===== src/design/parc_defs.svh =====
// Constants of the packet acknowledgement and retry controller.
// Assumes one 50 MHz clock and a host that issues byte-wide parameter commands.
// Behaviour
// - Retry limit is 8 bits, 0 to 255, and resets to zero (disabled).
// - A non-zero retry limit enables acknowledgement wait and retransmission for all packets.
// - After sending, wait for an acknowledgement before treating the packet as delivered.
// - No acknowledgement within the slot window: resend the same held packet.
// - Repeat until acknowledged or transmissions of that packet equal the retry limit.
// - Before resending, wait a random 0 to span-1 slots of 38 ms each.
// - Slot span is 8 bits, resets to zero, used only while retries are on.
`ifndef PARC_DEFS_SVH
`define PARC_DEFS_SVH

// Parameter command codes
`define PARC_CMD_RETRY_LIMIT 8'h18
`define PARC_CMD_SLOT_SPAN   8'h19

// Reset values
`define PARC_RETRY_LIMIT_RST 8'h00
`define PARC_SLOT_SPAN_RST   8'h00

// Timing
`define PARC_SLOT_MS         38
`define PARC_CLK_KHZ         50000
`define PARC_SLOT_CYCLES     (`PARC_SLOT_MS * `PARC_CLK_KHZ)

// Random source seed, any non-zero value
`define PARC_LFSR_SEED       8'hA5

`endif


===== src/design/parc_pkg.sv =====
// Types shared by the retry controller, its port checker and its bench.
// Assumes parc_defs.svh is included by the files that need constants.
package parc_pkg;

  // Parameter command from the host side
  typedef struct packed {
    logic       write;
    logic [7:0] code;
    logic [7:0] wdata;
  } parc_cmd_t;

  // Answer to a parameter command
  typedef struct packed {
    logic       err;
    logic [7:0] data;
  } parc_rsp_t;

  // Controller states, one-hot
  typedef enum logic [5:0] {
    PARC_IDLE    = 6'h01,
    PARC_SEND    = 6'h02,
    PARC_TXWAIT  = 6'h04,
    PARC_ACKWAIT = 6'h08,
    PARC_BACKOFF = 6'h10,
    PARC_DONE    = 6'h20
  } parc_state_t;

endpackage


===== src/design/parc_lfsr.sv =====
// Free-running 8-bit pseudo-random source for the backoff slot choice.
// Assumes nothing of its surroundings beyond clock and reset.
`timescale 1ns/10ps
`include "parc_defs.svh"
module parc_lfsr (
  input  wire logic       sys_clk,
  input  wire logic       rstn,
  output logic      [7:0] rnd
);
  logic [7:0] lfsr_q;
  logic [7:0] lfsr_d;

  // Galois taps 8,6,5,4; the all-zero state is never reached from the seed
  assign lfsr_d = lfsr_q[0] ? ({1'b0, lfsr_q[7:1]} ^ 8'hB8) : {1'b0, lfsr_q[7:1]};
  assign rnd    = lfsr_q;

  // Advances every cycle so the draw depends on traffic timing
  always_ff @(posedge sys_clk or negedge rstn) begin
    if (!rstn) lfsr_q <= `PARC_LFSR_SEED;
    else       lfsr_q <= lfsr_d;
  end
endmodule


===== src/design/parc_top.sv =====
// Acknowledgement and retransmission controller for outgoing radio packets.
// Assumes the radio engine on the same clock sends the held packet on rf_send,
// reports rf_tx_done when it is on air and rf_ack when the peer acknowledges.
`timescale 1ns/10ps
`include "parc_defs.svh"
module parc_top #(
  parameter int unsigned SLOT_CYCLES = `PARC_SLOT_CYCLES
) (
  input  wire logic                 sys_clk,
  input  wire logic                 rstn,
  input  wire logic                 cmd_valid,
  input  wire parc_pkg::parc_cmd_t  cmd,
  output logic                      rsp_valid,
  output parc_pkg::parc_rsp_t       rsp,
  input  wire logic                 pkt_valid,
  input  wire logic          [15:0] pkt_ref,
  output logic                      pkt_ready,
  output logic                      rf_send,
  output logic               [15:0] rf_ref,
  input  wire logic                 rf_tx_done,
  input  wire logic                 rf_ack,
  output logic                      pkt_done,
  output logic                      pkt_acked,
  output logic                      retry_active
);
  parc_pkg::parc_state_t state_q;
  parc_pkg::parc_state_t state_d;

  logic  [7:0] retry_limit_q;
  logic  [7:0] backoff_slot_span_q;
  logic  [7:0] tx_cnt_q;
  logic  [7:0] tx_cnt_d;
  logic  [7:0] slots_left_q;
  logic  [7:0] slots_left_d;
  logic [20:0] slot_cyc_q;
  logic [15:0] ref_q;
  logic        rsp_valid_q;
  logic        rsp_err_q;
  logic  [7:0] rsp_data_q;
  logic        pkt_ready_q;
  logic        rf_send_q;
  logic        pkt_done_q;
  logic        pkt_acked_q;
  logic        acked_d;
  logic        retry_active_q;
  logic  [7:0] rnd;

  // Command decode
  wire         hit_limit = (cmd.code == `PARC_CMD_RETRY_LIMIT);
  wire         hit_span  = (cmd.code == `PARC_CMD_SLOT_SPAN);
  wire         wr_limit  = cmd_valid && cmd.write && hit_limit;
  wire         wr_span   = cmd_valid && cmd.write && hit_span;
  wire   [7:0] rd_data   = hit_limit ? retry_limit_q :
                           hit_span  ? backoff_slot_span_q : 8'h00;

  // Handshakes and status terms
  wire         take_pkt    = pkt_valid && pkt_ready_q;
  wire         retries_on  = (retry_limit_q != 8'h00);
  wire         slot_timing = (state_q == parc_pkg::PARC_ACKWAIT) ||
                             (state_q == parc_pkg::PARC_BACKOFF);
  wire         slot_tick   = slot_timing && (slot_cyc_q == 21'(SLOT_CYCLES - 1));
  wire         last_slot   = slot_tick && (slots_left_q == 8'h01);
  // Greater-or-equal, so a limit lowered in mid-packet still ends the repeats
  wire         limit_hit   = (tx_cnt_q >= retry_limit_q);
  // A zero span still gives the peer one slot to answer
  wire   [7:0] ack_window  = (backoff_slot_span_q == 8'h00) ? 8'h01 : backoff_slot_span_q;
  // Scaled draw: (rnd * span) >> 8 lands in 0 .. span-1 without a divider
  wire  [15:0] rnd_prod    = rnd * backoff_slot_span_q;
  wire   [7:0] backoff_pick = rnd_prod[15:8];

  // Runs freely; the draw is whatever it holds when the ack window expires
  parc_lfsr u_lfsr (
    .sys_clk (sys_clk),
    .rstn    (rstn),
    .rnd     (rnd)
  );

  // Sequencing of one packet from acceptance to outcome
  always_comb begin
    state_d      = state_q;
    tx_cnt_d     = tx_cnt_q;
    slots_left_d = slots_left_q;
    acked_d      = pkt_acked_q;
    case (state_q)
      parc_pkg::PARC_IDLE: begin
        if (take_pkt) begin
          tx_cnt_d = 8'h00;
          state_d  = parc_pkg::PARC_SEND;
        end
      end
      parc_pkg::PARC_SEND: begin
        tx_cnt_d = tx_cnt_q + 8'h01;
        state_d  = parc_pkg::PARC_TXWAIT;
      end
      parc_pkg::PARC_TXWAIT: begin
        if (rf_tx_done) begin
          if (!retries_on) begin
            // Disabled: one shot, no acknowledgement expected
            acked_d = 1'b0;
            state_d = parc_pkg::PARC_DONE;
          end else begin
            slots_left_d = ack_window;
            state_d      = parc_pkg::PARC_ACKWAIT;
          end
        end
      end
      parc_pkg::PARC_ACKWAIT: begin
        if (rf_ack) begin
          // Acknowledgement beats a timeout landing in the same cycle
          acked_d  = 1'b1;
          tx_cnt_d = 8'h00;
          state_d  = parc_pkg::PARC_DONE;
        end else if (last_slot) begin
          if (limit_hit) begin
            acked_d = 1'b0;
            state_d = parc_pkg::PARC_DONE;
          end else if (backoff_pick == 8'h00) begin
            state_d = parc_pkg::PARC_SEND;
          end else begin
            slots_left_d = backoff_pick;
            state_d      = parc_pkg::PARC_BACKOFF;
          end
        end else if (slot_tick) begin
          slots_left_d = slots_left_q - 8'h01;
        end
      end
      parc_pkg::PARC_BACKOFF: begin
        if (last_slot) begin
          state_d = parc_pkg::PARC_SEND;
        end else if (slot_tick) begin
          slots_left_d = slots_left_q - 8'h01;
        end
      end
      parc_pkg::PARC_DONE: begin
        state_d = parc_pkg::PARC_IDLE;
      end
      default: begin
        state_d = parc_pkg::PARC_IDLE;
      end
    endcase
  end

  // State and per-packet counters
  always_ff @(posedge sys_clk or negedge rstn) begin
    if (!rstn) begin
      state_q      <= parc_pkg::PARC_IDLE;
      tx_cnt_q     <= 8'h00;
      slots_left_q <= 8'h00;
      pkt_acked_q  <= 1'b0;
    end else begin
      state_q      <= state_d;
      tx_cnt_q     <= tx_cnt_d;
      slots_left_q <= slots_left_d;
      pkt_acked_q  <= acked_d;
    end
  end

  // Slot timer restarts on every state change so each wait is whole slots
  always_ff @(posedge sys_clk or negedge rstn) begin
    if (!rstn)                                  slot_cyc_q <= 21'h000000;
    else if (!slot_timing || state_d != state_q || slot_tick) slot_cyc_q <= 21'h000000;
    else                                        slot_cyc_q <= slot_cyc_q + 21'h000001;
  end

  // Held copy of the packet reference; resends reuse it untouched
  always_ff @(posedge sys_clk or negedge rstn) begin
    if (!rstn)         ref_q <= 16'h0000;
    else if (take_pkt) ref_q <= pkt_ref;
  end

  // Parameters; a new value applies from the next decision point
  always_ff @(posedge sys_clk or negedge rstn) begin
    if (!rstn) begin
      retry_limit_q       <= `PARC_RETRY_LIMIT_RST;
      backoff_slot_span_q <= `PARC_SLOT_SPAN_RST;
    end else begin
      if (wr_limit) retry_limit_q       <= cmd.wdata;
      if (wr_span)  backoff_slot_span_q <= cmd.wdata;
    end
  end

  // Command answer, one cycle after the request; unknown codes flag an error
  always_ff @(posedge sys_clk or negedge rstn) begin
    if (!rstn) begin
      rsp_valid_q <= 1'b0;
      rsp_err_q   <= 1'b0;
      rsp_data_q  <= 8'h00;
    end else begin
      rsp_valid_q <= cmd_valid;
      rsp_err_q   <= cmd_valid && !hit_limit && !hit_span;
      rsp_data_q  <= cmd_valid ? rd_data : 8'h00;
    end
  end

  // Registered strobes toward the radio and the packet source
  // Ready drops at the take edge so a pkt_valid held high is taken only once
  always_ff @(posedge sys_clk or negedge rstn) begin
    if (!rstn) begin
      pkt_ready_q    <= 1'b1;
      rf_send_q      <= 1'b0;
      pkt_done_q     <= 1'b0;
      retry_active_q <= 1'b0;
    end else begin
      pkt_ready_q    <= (state_d == parc_pkg::PARC_IDLE) && !take_pkt;
      rf_send_q      <= (state_d == parc_pkg::PARC_SEND);
      pkt_done_q     <= (state_d == parc_pkg::PARC_DONE);
      retry_active_q <= retries_on;
    end
  end

  // Outputs straight from flip-flops
  assign rsp_valid    = rsp_valid_q;
  assign rsp.err      = rsp_err_q;
  assign rsp.data     = rsp_data_q;
  assign pkt_ready    = pkt_ready_q;
  assign rf_send      = rf_send_q;
  assign rf_ref       = ref_q;
  assign pkt_done     = pkt_done_q;
  assign pkt_acked    = pkt_acked_q;
  assign retry_active = retry_active_q;
endmodule


===== config.mk =====
export PLATFORM = sky130hd
export DESIGN_NAME = parc_top
export DESIGN_NICKNAME = d
export VERILOG_FILES = /design/src/design/parc_pkg.sv /design/src/design/parc_lfsr.sv /design/src/design/parc_top.sv
export VERILOG_INCLUDE_DIRS = /design/src /design/src/design
export SDC_FILE = /design/constraint.sdc
export NUM_CORES = 1
export LEC_CHECK = 0
export ABC_AREA = 1
export BUFFER_PORTS_ARGS = -buffer_cell sky130_fd_sc_hd__clkbuf_2
export CAP_MARGIN = 20
export CORE_MARGIN = 2
export CORE_UTILIZATION = 45
export DETAILED_ROUTE_END_ITERATION = 7
export HOLD_SLACK_MARGIN = 0.15
export PLACE_DENSITY = 0.72
export SLEW_MARGIN = 15
export SYNTH_ARGS = -nofsm -noshare
export SYNTH_HDL_FRONTEND = slang
export SYNTH_SLANG_ARGS = --single-unit
export TNS_END_PERCENT = 1

===== constraint.sdc =====
create_clock -name sys_clk -period 5.7 [get_ports sys_clk]
set_clock_uncertainty 0.1 [all_clocks]
set_input_delay 1.425 -clock sys_clk [delete_from_list [all_inputs] [get_ports sys_clk]]
set_output_delay 1.425 -clock sys_clk [all_outputs]
set_load 0.01 [all_outputs]

== Word level (Yosys, flattened, before mapping) ==
Cells that the tools add are included.

* Output and inout bits: 31
* Input bits: 39
* Register bits: 98
* Word-level logic and storage cells: 104

* Equality and inequality tests: 24
* Add/subtract/negate cells: 3
* Order comparisons: 1
* Multipliers: 1
* Mux-type cells: 33
* Bitwise gates (word level): 1
* Reductions and logical operators: 25

{| class="wikitable"
|+ Operator list
! kind !! number
|-
| 2-to-1 mux 8 bit || 15
|-
| one-hot mux 8 bit (3 select lines) || 2
|-
| 2-to-1 mux 6 bit || 7
|-
| one-hot mux 6 bit (5 select lines) || 1
|-
| adder 21 x 1 -> 21 bit (second input constant) || 1
|-
| equality test 21 bit (second input constant) || 1
|-
| 2-to-1 mux 21 bit || 1
|-
| equality test 8 x 5 -> 1 bit (second input constant) || 2
|-
| logical NOT 8 bit || 2
|-
| multiplier 8 x 8 -> 16 bit || 1
|-
| inequality test 2 bit (second input constant) || 7
|-
| equality test 6 x 1 -> 1 bit (second input constant) || 2
|-
| equality test 6 x 2 -> 1 bit (second input constant) || 2
|-
| inequality test 3 bit (second input constant) || 4
|-
| logical AND 1 bit || 9
|-
| adder 8 x 1 -> 8 bit (second input constant) || 1
|-
| equality test 8 x 1 -> 1 bit (second input constant) || 1
|-
| >= comparator 8 bit || 1
|-
| nonzero test 8 bit || 1
|-
| subtractor 8 x 1 -> 8 bit (second input constant) || 1
|-
| AND reduction 7 bit || 1
|-
| equality test 6 x 3 -> 1 bit (second input constant) || 1
|-
| equality test 6 x 4 -> 1 bit (second input constant) || 1
|-
| equality test 6 x 5 -> 1 bit (second input constant) || 1
|-
| other kinds (12) || 22
|}

== Logic depth before layout (Yosys ltp) ==
Gate-level depths: netlist of run 1.

* Word-level depth: 11
* Depth in mapped cells: 28
* Gate-level depth less buffers: 27

== Hierarchy ==
Synthesis of run 1 repeated with hierarchy kept, for this count alone.

* Cell total of the unflattened synthesis: 941
* Area, all modules: 7,325.8 um^2

{| class="wikitable"
|+ Modules (own cells, without submodules)
! module !! times used !! area an instance (um^2) !! sequential area each (um^2) !! cells an instance
|-
| parc_top || 1 || 7,034.2 || 2,254.7 || 915
|-
| parc_lfsr || 1 || 291.5 || 205.2 || 26
|}

== Worst setup path after synthesis of run 1 ==
Ideal clock, no wire load.

* Kind: register to register
* Start: reg u_lfsr.lfsr_q[2] (netlist: u_lfsr.rnd[2])
* End: reg slots_left_q[6]
* Stages on the path, launching flop included: 24
* Data arrival time: 4,397 ps
* Clock period less this slack: 4,563 ps
* Path buffers: 1
* Setup slack: 1,137 ps
* Data required time: 5,534 ps
* Cell sequence: dfstp_2 -> clkbuf_1 -> nand2_1 -> fa_1 -> fa_1 -> fa_1 -> fa_1 -> inv_1 -> ha_1 -> a21oi_1 -> o21ai_0 -> inv_1 -> nor2_1 -> nor2_1 -> nand2_1 -> nand2_1 -> nand3_2 -> nor2_2 -> nand2_2 -> nand2_2 -> nand2_4 -> nand2_4 -> nand2_1 -> nand2_1

* Cells in the longest elaborated chain, start to end: 6

{| class="wikitable"
|+ Ends and longest elaborated chain
! element !! RTL line !! RTL
|-
| start, declared || parc_lfsr.sv:10 || <nowiki>logic [7:0] lfsr_q;</nowiki>
|-
| start signal, assigned || parc_lfsr.sv:19 || <nowiki>if (!rstn) lfsr_q <= `PARC_LFSR_SEED;</nowiki>
|-
| start signal, assigned || parc_lfsr.sv:20 || <nowiki>else lfsr_q <= lfsr_d;</nowiki>
|-
| multiplier 8 x 8 -> 16 bit (*) || parc_top.sv:68 || <nowiki>wire [15:0] rnd_prod = rnd * backoff_slot_span_q;</nowiki>
|-
| 2-to-1 mux 8 bit || parc_top.sv:117 || <nowiki>end else if (backoff_pick == 8'h00) begin</nowiki>
|-
| 2-to-1 mux 8 bit || parc_top.sv:114 || <nowiki>if (limit_hit) begin</nowiki>
|-
| 2-to-1 mux 8 bit || parc_top.sv:113 || <nowiki>end else if (last_slot) begin</nowiki>
|-
| 2-to-1 mux 8 bit || parc_top.sv:108 || <nowiki>if (rf_ack) begin</nowiki>
|-
| one-hot mux 8 bit (3 select lines) || parc_top.sv:84 || <nowiki>case (state_q)</nowiki>
|-
| end signal, assigned || parc_top.sv:153 || <nowiki>slots_left_q <= slots_left_d;</nowiki>
|-
| end, declared || parc_top.sv:33 || <nowiki>logic [7:0] slots_left_q;</nowiki>
|}

Mark *: on every way between the ends. The rest lies on a longest branch, timed or not. The select of a mux whose other input is x is not followed.
A chain may end at the register's enable or synchronous reset.

== Final worst setup path of run 1 ==
* Start: reg backoff_slot_span_q[7]
* End: reg slots_left_q[3]

* Cells in the longest elaborated chain, start to end: 6

{| class="wikitable"
|+ Ends and longest elaborated chain
! element !! RTL line !! RTL
|-
| start, declared || parc_top.sv:30 || <nowiki>logic [7:0] backoff_slot_span_q;</nowiki>
|-
| start signal, assigned || parc_top.sv:175 || <nowiki>backoff_slot_span_q <= `PARC_SLOT_SPAN_RST;</nowiki>
|-
| start signal, assigned || parc_top.sv:178 || <nowiki>if (wr_span) backoff_slot_span_q <= cmd.wdata;</nowiki>
|-
| multiplier 8 x 8 -> 16 bit || parc_top.sv:68 ||
|-
| 2-to-1 mux 8 bit || parc_top.sv:117 ||
|-
| 2-to-1 mux 8 bit || parc_top.sv:114 ||
|-
| 2-to-1 mux 8 bit || parc_top.sv:113 ||
|-
| 2-to-1 mux 8 bit || parc_top.sv:108 ||
|-
| one-hot mux 8 bit (3 select lines) || parc_top.sv:84 ||
|}

Several ways; a longest one is shown, not always the timed one. The select of a mux whose other input is x is not followed.

==> results of run 1 <==
==> placed cells by master (no fill, tap or decap), types with 4 or more instances in the layout <==
cell type  synthesis  final
nand3_1           44     44
o21ai_0           36     36
xor2_1            14     14
nor2_4             7      7
dfstp_2            6      6
xnor2_1            4      4
inv_1            160    160
nor2_2            10     10
nand4_1           10     10
ha_1              45     45
fa_1              35     35
dfrtp_1           92     92
nand2_1          275    275
nor3b_1            5      5
nor3_2             4      4
a21oi_1           32     32
nor2_1            50     50
clkinv_1           4      4
nand2_2           11     11
inv_2              6      6
nor3_1            16     16
clkbuf_16          0      9
clkbuf_2           0     68
nand3_2            8      8
==> critical path, delay by kind of cell (launching register included) <==
family / cells / cell delay [ps]
DFF: 1 / 620
adders and majority gates: 5 / 2460
AOI/OAI and AO/OA: 3 / 590
buffers and inverters: 1 / 40
and+or+nand+nor: 12 / 950
==> synthesized netlist by cell type (7+ instances only) <==
master      n  area, um^2
xor2_1     14         123
nor2_2     10        62.6
a21oi_1    32         160
nand4_1    10        62.6
dfrtp_1    92        2300
inv_1     160         601
nand2_2    11        68.8
nor2_4      7        78.8
nor3_1     16        80.1
ha_1       45         563
o21ai_0    36         180
nand3_1    44         220
nand3_2     8        80.1
clkbuf_1   17        63.8
nand2_1   275        1030
fa_1       35         701
nor2_1     50         188
==> layer usage <==
metal / part of all wire / routed length [um] / vias up
met5: 0 / 0 / -
met4: 0.016 / 254 / 0
met3: 0.044 / 683 / 20
met2: 0.49 / 7520 / 147
met1: 0.45 / 6960 / 2778
li1: - / - / 3006
==> cell type report <==
cell class,instances,area [um^2]
Fill cell,1554,7740
Timing Repair Buffer,71,363
Tap cell,216,270
Clock buffer,13,260
Multi-Input combinational cell,641,4050
Clock inverter,3,46.3
Inverter,170,638
Sequential cell,98,2460
==> report_power, final <==
part	internal (W)	total, W	switching [W]
registers	0.000796	0.000861	0.0000651
clock network	0.000366	0.000632	0.000266
logic	0.000161	0.000441	0.000280
total	0.00132	0.00193	0.000611
==> sequential cells by signal, summed over array words and instances (netlist names) <==
signal	cells
backoff_slot_span_q	8
pkt_acked	1
pkt_done	1
pkt_ready	1
retry_active	1
retry_limit_q	8
rf_ref	16
rf_send	1
rsp_data_q	8
rsp_err_q	1
rsp_valid	1
slot_cyc_q	21
slots_left_q	8
state_q	6
tx_cnt_q	8
u_lfsr.rnd	8
==> how the worst max path moves through the flow <==
| stage | depth (start not counted) | start | slack, ps | end |
|---|---|---|---|---|
| 2_1_floorplan | 23 | u_lfsr.rnd[2]$_DFF_PN1_ | 1140 | slots_left_q[6]$_DFFE_PN0P_ |
| 3_5_place_dp | 21 | backoff_slot_span_q[7]$_DFFE_PN0P_ | 900 | slots_left_q[6]$_DFFE_PN0P_ |
| 4_1_cts | 20 | backoff_slot_span_q[7]$_DFFE_PN0P_ | 870 | slots_left_q[2]$_DFFE_PN0P_ |
| 5_1_grt | 21 | backoff_slot_span_q[7]$_DFFE_PN0P_ | 450 | slots_left_q[7]$_DFFE_PN0P_ |
| 6_report | 21 | backoff_slot_span_q[7]$_DFFE_PN0P_ | 850 | slots_left_q[3]$_DFFE_PN0P_ |
| 3_3_place_gp | 21 | u_lfsr.rnd[0]$_DFF_PN1_ | 950 | slots_left_q[5]$_DFFE_PN0P_ |
==> stage by stage <==
step / total power (W) / hold WS, ps / worst slack, ps / cell area [um^2]
global route: 0.00205 / 380 / 449 / 8080
finish: 0.00193 / 361 / 845 / 8080
floorplan: 0.00115 / 253 / 1140 / 7240
global placement: 0.00131 / 346 / 951 / 7780
CTS: 0.00195 / 365 / 871 / 8080
detailed placement: 0.00132 / 355 / 898 / 7780
==> cell families (layout without fill, tap and decap cells) <==
logic type	after synthesis	count (layout)	synth area share
DFF	98	98	0.340
and+or+nand+nor	461	461	0.301
xor gates and xnor gates	18	18	0.0218
adders and majority gates	80	80	0.175
AOI/OAI and AO/OA	82	82	0.0610
buffers and inverters	192	257	0.102
==> flow_metrics.tcl, run 1 <==
set metrics [dict create \
    routed_wirelength_mm 15.4 \
    post_cts_resized 0 \
    core_area_um2 15800 \
    setup_viol 0 \
    antenna_found_initial 0 \
    finalCritPeriodShare 0.852 \
    busiest_layer "met2" \
    path_class "register to register" \
    ir_drop_mv 0.178 \
    drt_iter0_markers 266 \
    holdPathStages 1 \
    leakage_nw 4.45 \
    yosys.cell_types.count 48 \
    io_buffers 69 \
    ys_seq_area_frac 0.340 \
    place_congestion 0.906 \
    critPathMaxStageDelay_ps 620 \
    slew_viol_final 0 \
    grt_pass1_wl_mm 26.2 \
    fin_tns_setup_ps 0 \
    fin_nets 1110 \
    ys_seq_elements 98 \
    hold_path_class "register to register" \
    cts_hold_buf 0 \
    die_w_um 131 \
    grt_use_total 0.191 \
    rows 46 \
    diodes 0 \
    crit_path_end_kind "register" \
    reg2reg_from "backoff_slot_span_q[7]$_DFFE_PN0P_" \
    critPathSlowestCell "dfrtp_1" \
    cts-root-buf "clkbuf_16" \
    clkSlewWorstSetupHoldPaths_ps 70 \
    die_y_um 131 \
    syn-cell-area_um2 7240 \
    syn_inst 931 \
    holdPathEnd "tx_cnt_q[7]$_DFFE_PN0P_" \
    status "complete, no violations" \
    htree_levels 3 \
    drc 0 \
    post-dp-hpwl_mm 11.9 \
    die_area_um2 17100 \
    overflow 0 \
    met2_usage 0.323 \
    clkLatencyLatePin_ps 360 \
    synthArstFlopShare 1.00 \
    instances_no_fill 1212 \
    rsz0062_at_grt "false" \
    use_met1 0.249 \
    crit_top_cell "nand2_1" \
    via_count 5951 \
    ios 70 \
    tightest_slew_ps 854 \
    synth_edf_count 0 \
    cts_buffers 9 \
    cts_tree "done" \
    start_util 0.457 \
    fmax_ghz 0.206 \
    areaGrowthSynthToFinish_pct 11.6 \
    cts_sinks 98 \
    cp_cell_sequence "nand2_1, fa_1, fa_1, fa_1, fa_1, inv_1, ha_1, a21oi_1, o21ai_0, a21oi_1, nand2_1, nand2_1, nand2_2, nand2_2, nor2_2, nand2_2, nand2_2, nand2_4, nand2_4, nand2_1, nand2_1" \
    drive_above_1_share 0.155 \
    vias_per_cell 4.91 \
    r2r_setup_slack_ps 850 \
    antenna_left 0 \
    synth_warnings 0 \
    reg2regPathDepth 21 \
    rr_endpoint "slots_left_q[3]$_DFFE_PN0P_" \
    cts_max_path_buffers 2 \
    post_cts_buffers 0 \
    crit_arrival_ps 5000 \
    final_util 0.511 \
    powerDensity_nw_per_um2 239 \
    use_met3 0.0383 \
    grt_max_degree 68 \
    hold_viol 0 \
    grt_pass1_vias 5759 \
    cp_max_fo 12 \
    slew_headroom 0.431 \
    ys_dominant_reg_cell "dfrtp_1" \
    avgSynthCellArea_um2 7.78 \
    min_period_ps 4850 \
    syn_nets 1050 \
    dp.cells 1196 \
    min_from "tx_cnt_q[7]$_DFFE_PN0P_" \
    cap_violations 0 \
    wl_per_cell_um 12.7 \
    drt_first_pass_iters 6 \
    cp-start-kind "register" \
    worst_ep_required_time_ps 5840 \
]
Power figures use the tool's default switching activity.
==> run 2, diff against run 1 <==
--- a/config.mk
+++ b/config.mk
@@ -7,13 +7,14 @@
 export NUM_CORES = 1
 export LEC_CHECK = 0
 export ABC_AREA = 1
+export ABC_CLOCK_PERIOD_IN_PS = 5700
 export BUFFER_PORTS_ARGS = -buffer_cell sky130_fd_sc_hd__clkbuf_2
 export CAP_MARGIN = 20
 export CORE_MARGIN = 2
 export CORE_UTILIZATION = 45
 export DETAILED_ROUTE_END_ITERATION = 7
 export HOLD_SLACK_MARGIN = 0.15
-export PLACE_DENSITY = 0.72
+export PLACE_DENSITY_LB_ADDON = 0.08
 export SLEW_MARGIN = 15
 export SYNTH_ARGS = -nofsm -noshare
 export SYNTH_HDL_FRONTEND = slang
==> flow_metrics.tcl, run 2 (synthesized netlist as in run 1, its figures left out) <==
set metrics [dict create \
    status "complete, no violations" \
    cts-root-buf "clkbuf_16" \
    grt_pass1_wl_mm 26.4 \
    clkSlewWorstSetupHoldPaths_ps 80 \
    fin_total_pwr_w 0.00195 \
    most-common-layout-cells "nand2_1, inv_1, dfrtp_1, clkbuf_2, nor2_1" \
    tightest_slew_ps 859 \
    finalCritPeriodShare 0.853 \
    wl_per_cell_um 13.1 \
    routed_wirelength_mm 15.9 \
    core_area_um2 15800 \
    vias_per_cell 4.83 \
    antenna_found_initial 0 \
    drc 0 \
    min_period_ps 4860 \
    grt_pass1_vias 5465 \
    cp_max_fo 12 \
    cts_sinks 98 \
    die_area_um2 17100 \
    io_buffers 69 \
    worst_ep_required_time_ps 5890 \
    post_cts_buffers 0 \
    grt_max_degree 67 \
    setup_slack_ps 836 \
    fin_tns_setup_ps 0 \
    post_cts_resized 0 \
    cts_hold_buf 0 \
    cts_max_path_buffers 2 \
    place_congestion 0.829 \
    die_y_um 131 \
    final_common_cell "nand2_1" \
    drt_first_pass_iters 5 \
    areaGrowthSynthToFinish_pct 11.7 \
    hold_viol 0 \
    use_met1 0.281 \
    crit_path_end_kind "register" \
    clkLatencyLatePin_ps 360 \
    powerDensity_nw_per_um2 241 \
    diodes 0 \
    cts_tree "done" \
    die_w_um 131 \
    met2_usage 0.303 \
    drt_iter0_markers 276 \
    ios 70 \
    fillerInstances 1576 \
    busiest_layer "met2" \
    path_class "register to register" \
    fin_nets 1110 \
    leakage_nw 4.46 \
    antenna_left 0 \
    rsz0062_at_grt "false" \
    r2r_setup_slack_ps 840 \
    fmax_ghz 0.206 \
    ir_drop_mv 0.160 \
    largest_reg_flops 21 \
    post-dp-hpwl_mm 12.2 \
    use_met3 0.0375 \
    start_util 0.457 \
    drive_above_1_share 0.157 \
    post-place-ws_ps 871 \
    setup_viol 0 \
    rows 46 \
    overflow 0 \
    via_count 5850 \
    htree_levels 3 \
    hold_path_class "register to register" \
    largest-register "slot_cyc_q" \
    slew_viol_final 0 \
    grt_use_total 0.196 \
    crit_arrival_ps 5050 \
    cp-start-kind "register" \
    slew_headroom 0.427 \
    cts_buffers 9 \
    cap_violations 0 \
]
-- run 2: cell count changes in the layout (fill, tap and decap cells not counted) --
cell and delta:
clkbuf_8 -1, clkinv_2 +1, clkinvlp_4 -1, inv_6 +1, clkinv_4 +1, inv_8 +1
clkbuf_1 -2
-- run 2: final timing paths --
path,end,cells past startpoint,start
min in group asynchronous,slot_cyc_q[10]$_DFF_PN0_,1,rstn
max reg2reg,slots_left_q[4]$_DFFE_PN0P_,22,backoff_slot_span_q[5]$_DFFE_PN0P_
max in group asynchronous,rsp_data_q[7]$_DFF_PN0_,2,rstn
min,slot_cyc_q[0]$_DFF_PN0_,1,slot_cyc_q[0]$_DFF_PN0_
min reg2reg,slot_cyc_q[0]$_DFF_PN0_,1,slot_cyc_q[0]$_DFF_PN0_
max,slots_left_q[4]$_DFFE_PN0P_,22,backoff_slot_span_q[5]$_DFFE_PN0P_
-- run 2: metal layers --
layer | part of all wire | routed length, um
met3 | 0.050 | 798
met2 | 0.43 | 6850
met4 | 0.015 | 240
met1 | 0.50 | 8050
met5 | 0 | 0
-- run 2: worst max-delay path, cell delays in order (launching register included) --
cell,delay [ps]
dfrtp_1,670
nand2_1,130
fa_1,490
fa_1,520
fa_1,520
fa_1,550
inv_1,40
ha_1,350
a21oi_1,180
o21ai_0,110
inv_1,100
nor2_1,50
nor2_1,160
nand2_1,80
nand2_1,90
nand3_2,70
nor2_2,90
nand2_2,90
nand2_2,80
nand2_4,90
nand2_4,120
nand2_1,60
nand2_1,50
-- run 2: per-stage QoR --
step | hold WS, ps | utilization | std cells | area, um^2
floorplan | 253 | - | 931 | 7240
global placement | 347 | 0.491 | 1196 | 7780
detailed placement | 351 | 0.491 | 1196 | 7780
CTS | 359 | 0.511 | 1212 | 8090
global route | 366 | 0.511 | 1212 | 8090
finish | 357 | 0.511 | 1212 | 8090
-- run 2: report_power, final --
part	leakage [nW]	internal, W	switching, W
clock network	0.155	0.000359	0.000288
registers	1.31	0.000796	0.0000652
logic	3.00	0.000161	0.000279
-- run 2: final cells by class --
class / count / area, um^2 / area share
Multi-Input combinational cell: 641 / 4050 / 0.500
Timing Repair Buffer: 71 / 363 / 0.0449
Sequential cell: 98 / 2460 / 0.304
Tap cell: 216 / 270 / 0.0334
Inverter: 170 / 638 / 0.0789
Clock buffer: 10 / 239 / 0.0295
Clock inverter: 6 / 72.6 / 0.00897
==> run 3, diff against run 2 <==
--- a/config.mk
+++ b/config.mk
@@ -14,6 +14,7 @@
 export CORE_UTILIZATION = 45
 export DETAILED_ROUTE_END_ITERATION = 7
 export HOLD_SLACK_MARGIN = 0.15
+export MAX_ROUTING_LAYER = met4
 export PLACE_DENSITY_LB_ADDON = 0.08
 export SLEW_MARGIN = 15
 export SYNTH_ARGS = -nofsm -noshare
==> flow_metrics.tcl, run 3 (synthesized netlist as in run 1, its figures left out) <==
set metrics [dict create \
    overflow 0 \
    critPathMaxStageDelay_ps 620 \
    ir_drop_mv 0.160 \
    core_area_um2 15800 \
    reg2reg_from "backoff_slot_span_q[7]$_DFFE_PN0P_" \
    drt_first_pass_iters 5 \
    die_w_um 131 \
    critPathBufInv 2 \
    via_count 5849 \
    cts_max_path_buffers 2 \
    min_period_ps 4860 \
    setup_viol 0 \
    clkPwrFrac 0.331 \
    cp_max_fo 12 \
    grt_pass1_wl_mm 26.4 \
    rows 46 \
    tightest_slew_ps 859 \
    dp.cells 1196 \
    cts_hold_buf 0 \
    worst_ep_required_time_ps 5890 \
    grt_max_degree 67 \
    cts_buffers 9 \
    finalCritPeriodShare 0.853 \
    hold_path_class "register to register" \
    start_util 0.457 \
    routed_wirelength_mm 15.9 \
    cp-start-kind "register" \
    vias_per_cell 4.83 \
    setup_slack_ps 836 \
    post-dp-hpwl_mm 12.2 \
    drt_iter0_markers 259 \
    p_sw_frac 0.323 \
    die_area_um2 17100 \
    cap_violations 0 \
    final_util 0.511 \
    cts-root-buf "clkbuf_16" \
    largest_reg_flops 21 \
    crit_arrival_ps 5050 \
    ios 70 \
    fin_nets 1110 \
    fin_tns_setup_ps 0 \
    grt_pass1_vias 5477 \
    fin_total_pwr_w 0.00194 \
    wl_per_cell_um 13.1 \
    crit_start "backoff_slot_span_q[7]$_DFFE_PN0P_" \
    crit_path_end_kind "register" \
    die_y_um 131 \
    grt_use_total 0.202 \
    instances_no_fill 1212 \
    post_cts_buffers 0 \
    min_from "slot_cyc_q[0]$_DFF_PN0_" \
    path_class "register to register" \
    p_seq_frac 0.443 \
    slew_headroom 0.427 \
    crit_top_cell "nand2_1" \
    areaGrowthSynthToFinish_pct 11.7 \
    hold_viol 0 \
    r2r_setup_slack_ps 840 \
    final_common_cell "nand2_1" \
    cts_sinks 98 \
    p_int_w 0.00132 \
    io_buffers 69 \
    p_sw_w 0.000628 \
    cts_tree "done" \
    largest-register "slot_cyc_q" \
    drive_above_1_share 0.157 \
    powerDensity_nw_per_um2 240 \
    rsz0062_at_grt "false" \
    comb_power_share 0.226 \
    cp_cell_sequence "nand2_1, fa_1, fa_1, fa_1, fa_1, inv_1, ha_1, a21oi_1, o21ai_0, inv_1, nor2_1, nor2_1, nand2_1, nand2_1, nand3_2, nor2_2, nand2_2, nand2_2, nand2_4, nand2_4, nand2_1, nand2_1" \
    htree_levels 3 \
    clkSlewWorstSetupHoldPaths_ps 70 \
    drc 0 \
    clkLatencyLatePin_ps 350 \
    place_congestion 0.842 \
    slew_viol_final 0 \
    crit_family "adder cells" \
    diodes 0 \
    antenna_found_initial 0 \
    post_cts_resized 0 \
    post-place-ws_ps 871 \
    antenna_left 0 \
    leakage_nw 4.46 \
    most-common-layout-cells "nand2_1, inv_1, dfrtp_1, clkbuf_2, nor2_1" \
    fmax_ghz 0.206 \
    status "complete, no violations" \
    critPathSlowestCell "dfrtp_1" \
]
-- run 3: cell counts in the layout (fill, tap and decap cells not counted) --
Identical to the previous run, type by type.
-- run 3: cell type report --
cell class | instances | area [um^2]
clock buffers | 10 | 239
clock inverters | 6 | 72.6
fillers | 1576 | 7740
inverters | 170 | 638
multi-input cells | 641 | 4050
flip-flops and latches | 98 | 2460
well taps | 216 | 270
repair buffers | 71 | 363
-- run 3: worst paths after layout --
check                      cells after the start                           to
setup / recovery                              22  slots_left_q[4]$_DFFE_PN0P_
hold / removal                                 1      slot_cyc_q[0]$_DFF_PN0_
setup reg to reg                              22  slots_left_q[4]$_DFFE_PN0P_
hold reg to reg                                1      slot_cyc_q[0]$_DFF_PN0_
max in group asynchronous                      2      rsp_data_q[7]$_DFF_PN0_
min in group asynchronous                      1     slot_cyc_q[10]$_DFF_PN0_
-- run 3: per-stage QoR --
step / hold slack [ps] / cell area (um^2)
after global placement: 347 / 7780
after detailed placement: 351 / 7780
final: 356 / 8090
after global routing: 366 / 8090
after CTS: 359 / 8090
after floorplan: 253 / 7240
-- run 3: power by group through the flow --
stage               sequential [W]  combinational (W)  clock, W
global placement          0.000872           0.000444         0
floorplan                 0.000896           0.000255         0
detailed placement        0.000874           0.000446         0
CTS                       0.000861           0.000448  0.000663
finish                    0.000861           0.000440  0.000643
global route              0.000874           0.000510  0.000689
-- run 3: worst reg2reg max path, cell delays in order, from the launching register on --
cell     delay [ps]
dfrtp_1         620
nand2_1         150
fa_1            530
fa_1            520
fa_1            520
fa_1            550
inv_1            40
ha_1            350
a21oi_1         180
o21ai_0         110
inv_1           100
nor2_1           50
nor2_1          160
nand2_1          80
nand2_1          90
nand3_2          70
nor2_2           90
nand2_2          90
nand2_2          80
nand2_4          90
nand2_4         120
nand2_1          70
nand2_1          50
-- run 3: layer usage --
metal / global-route usage / share of wire
met1: 0.283 / 0.51
met2: 0.303 / 0.43
met4: 0.0588 / 0.015
met3: 0.0354 / 0.044
met5: - / 0
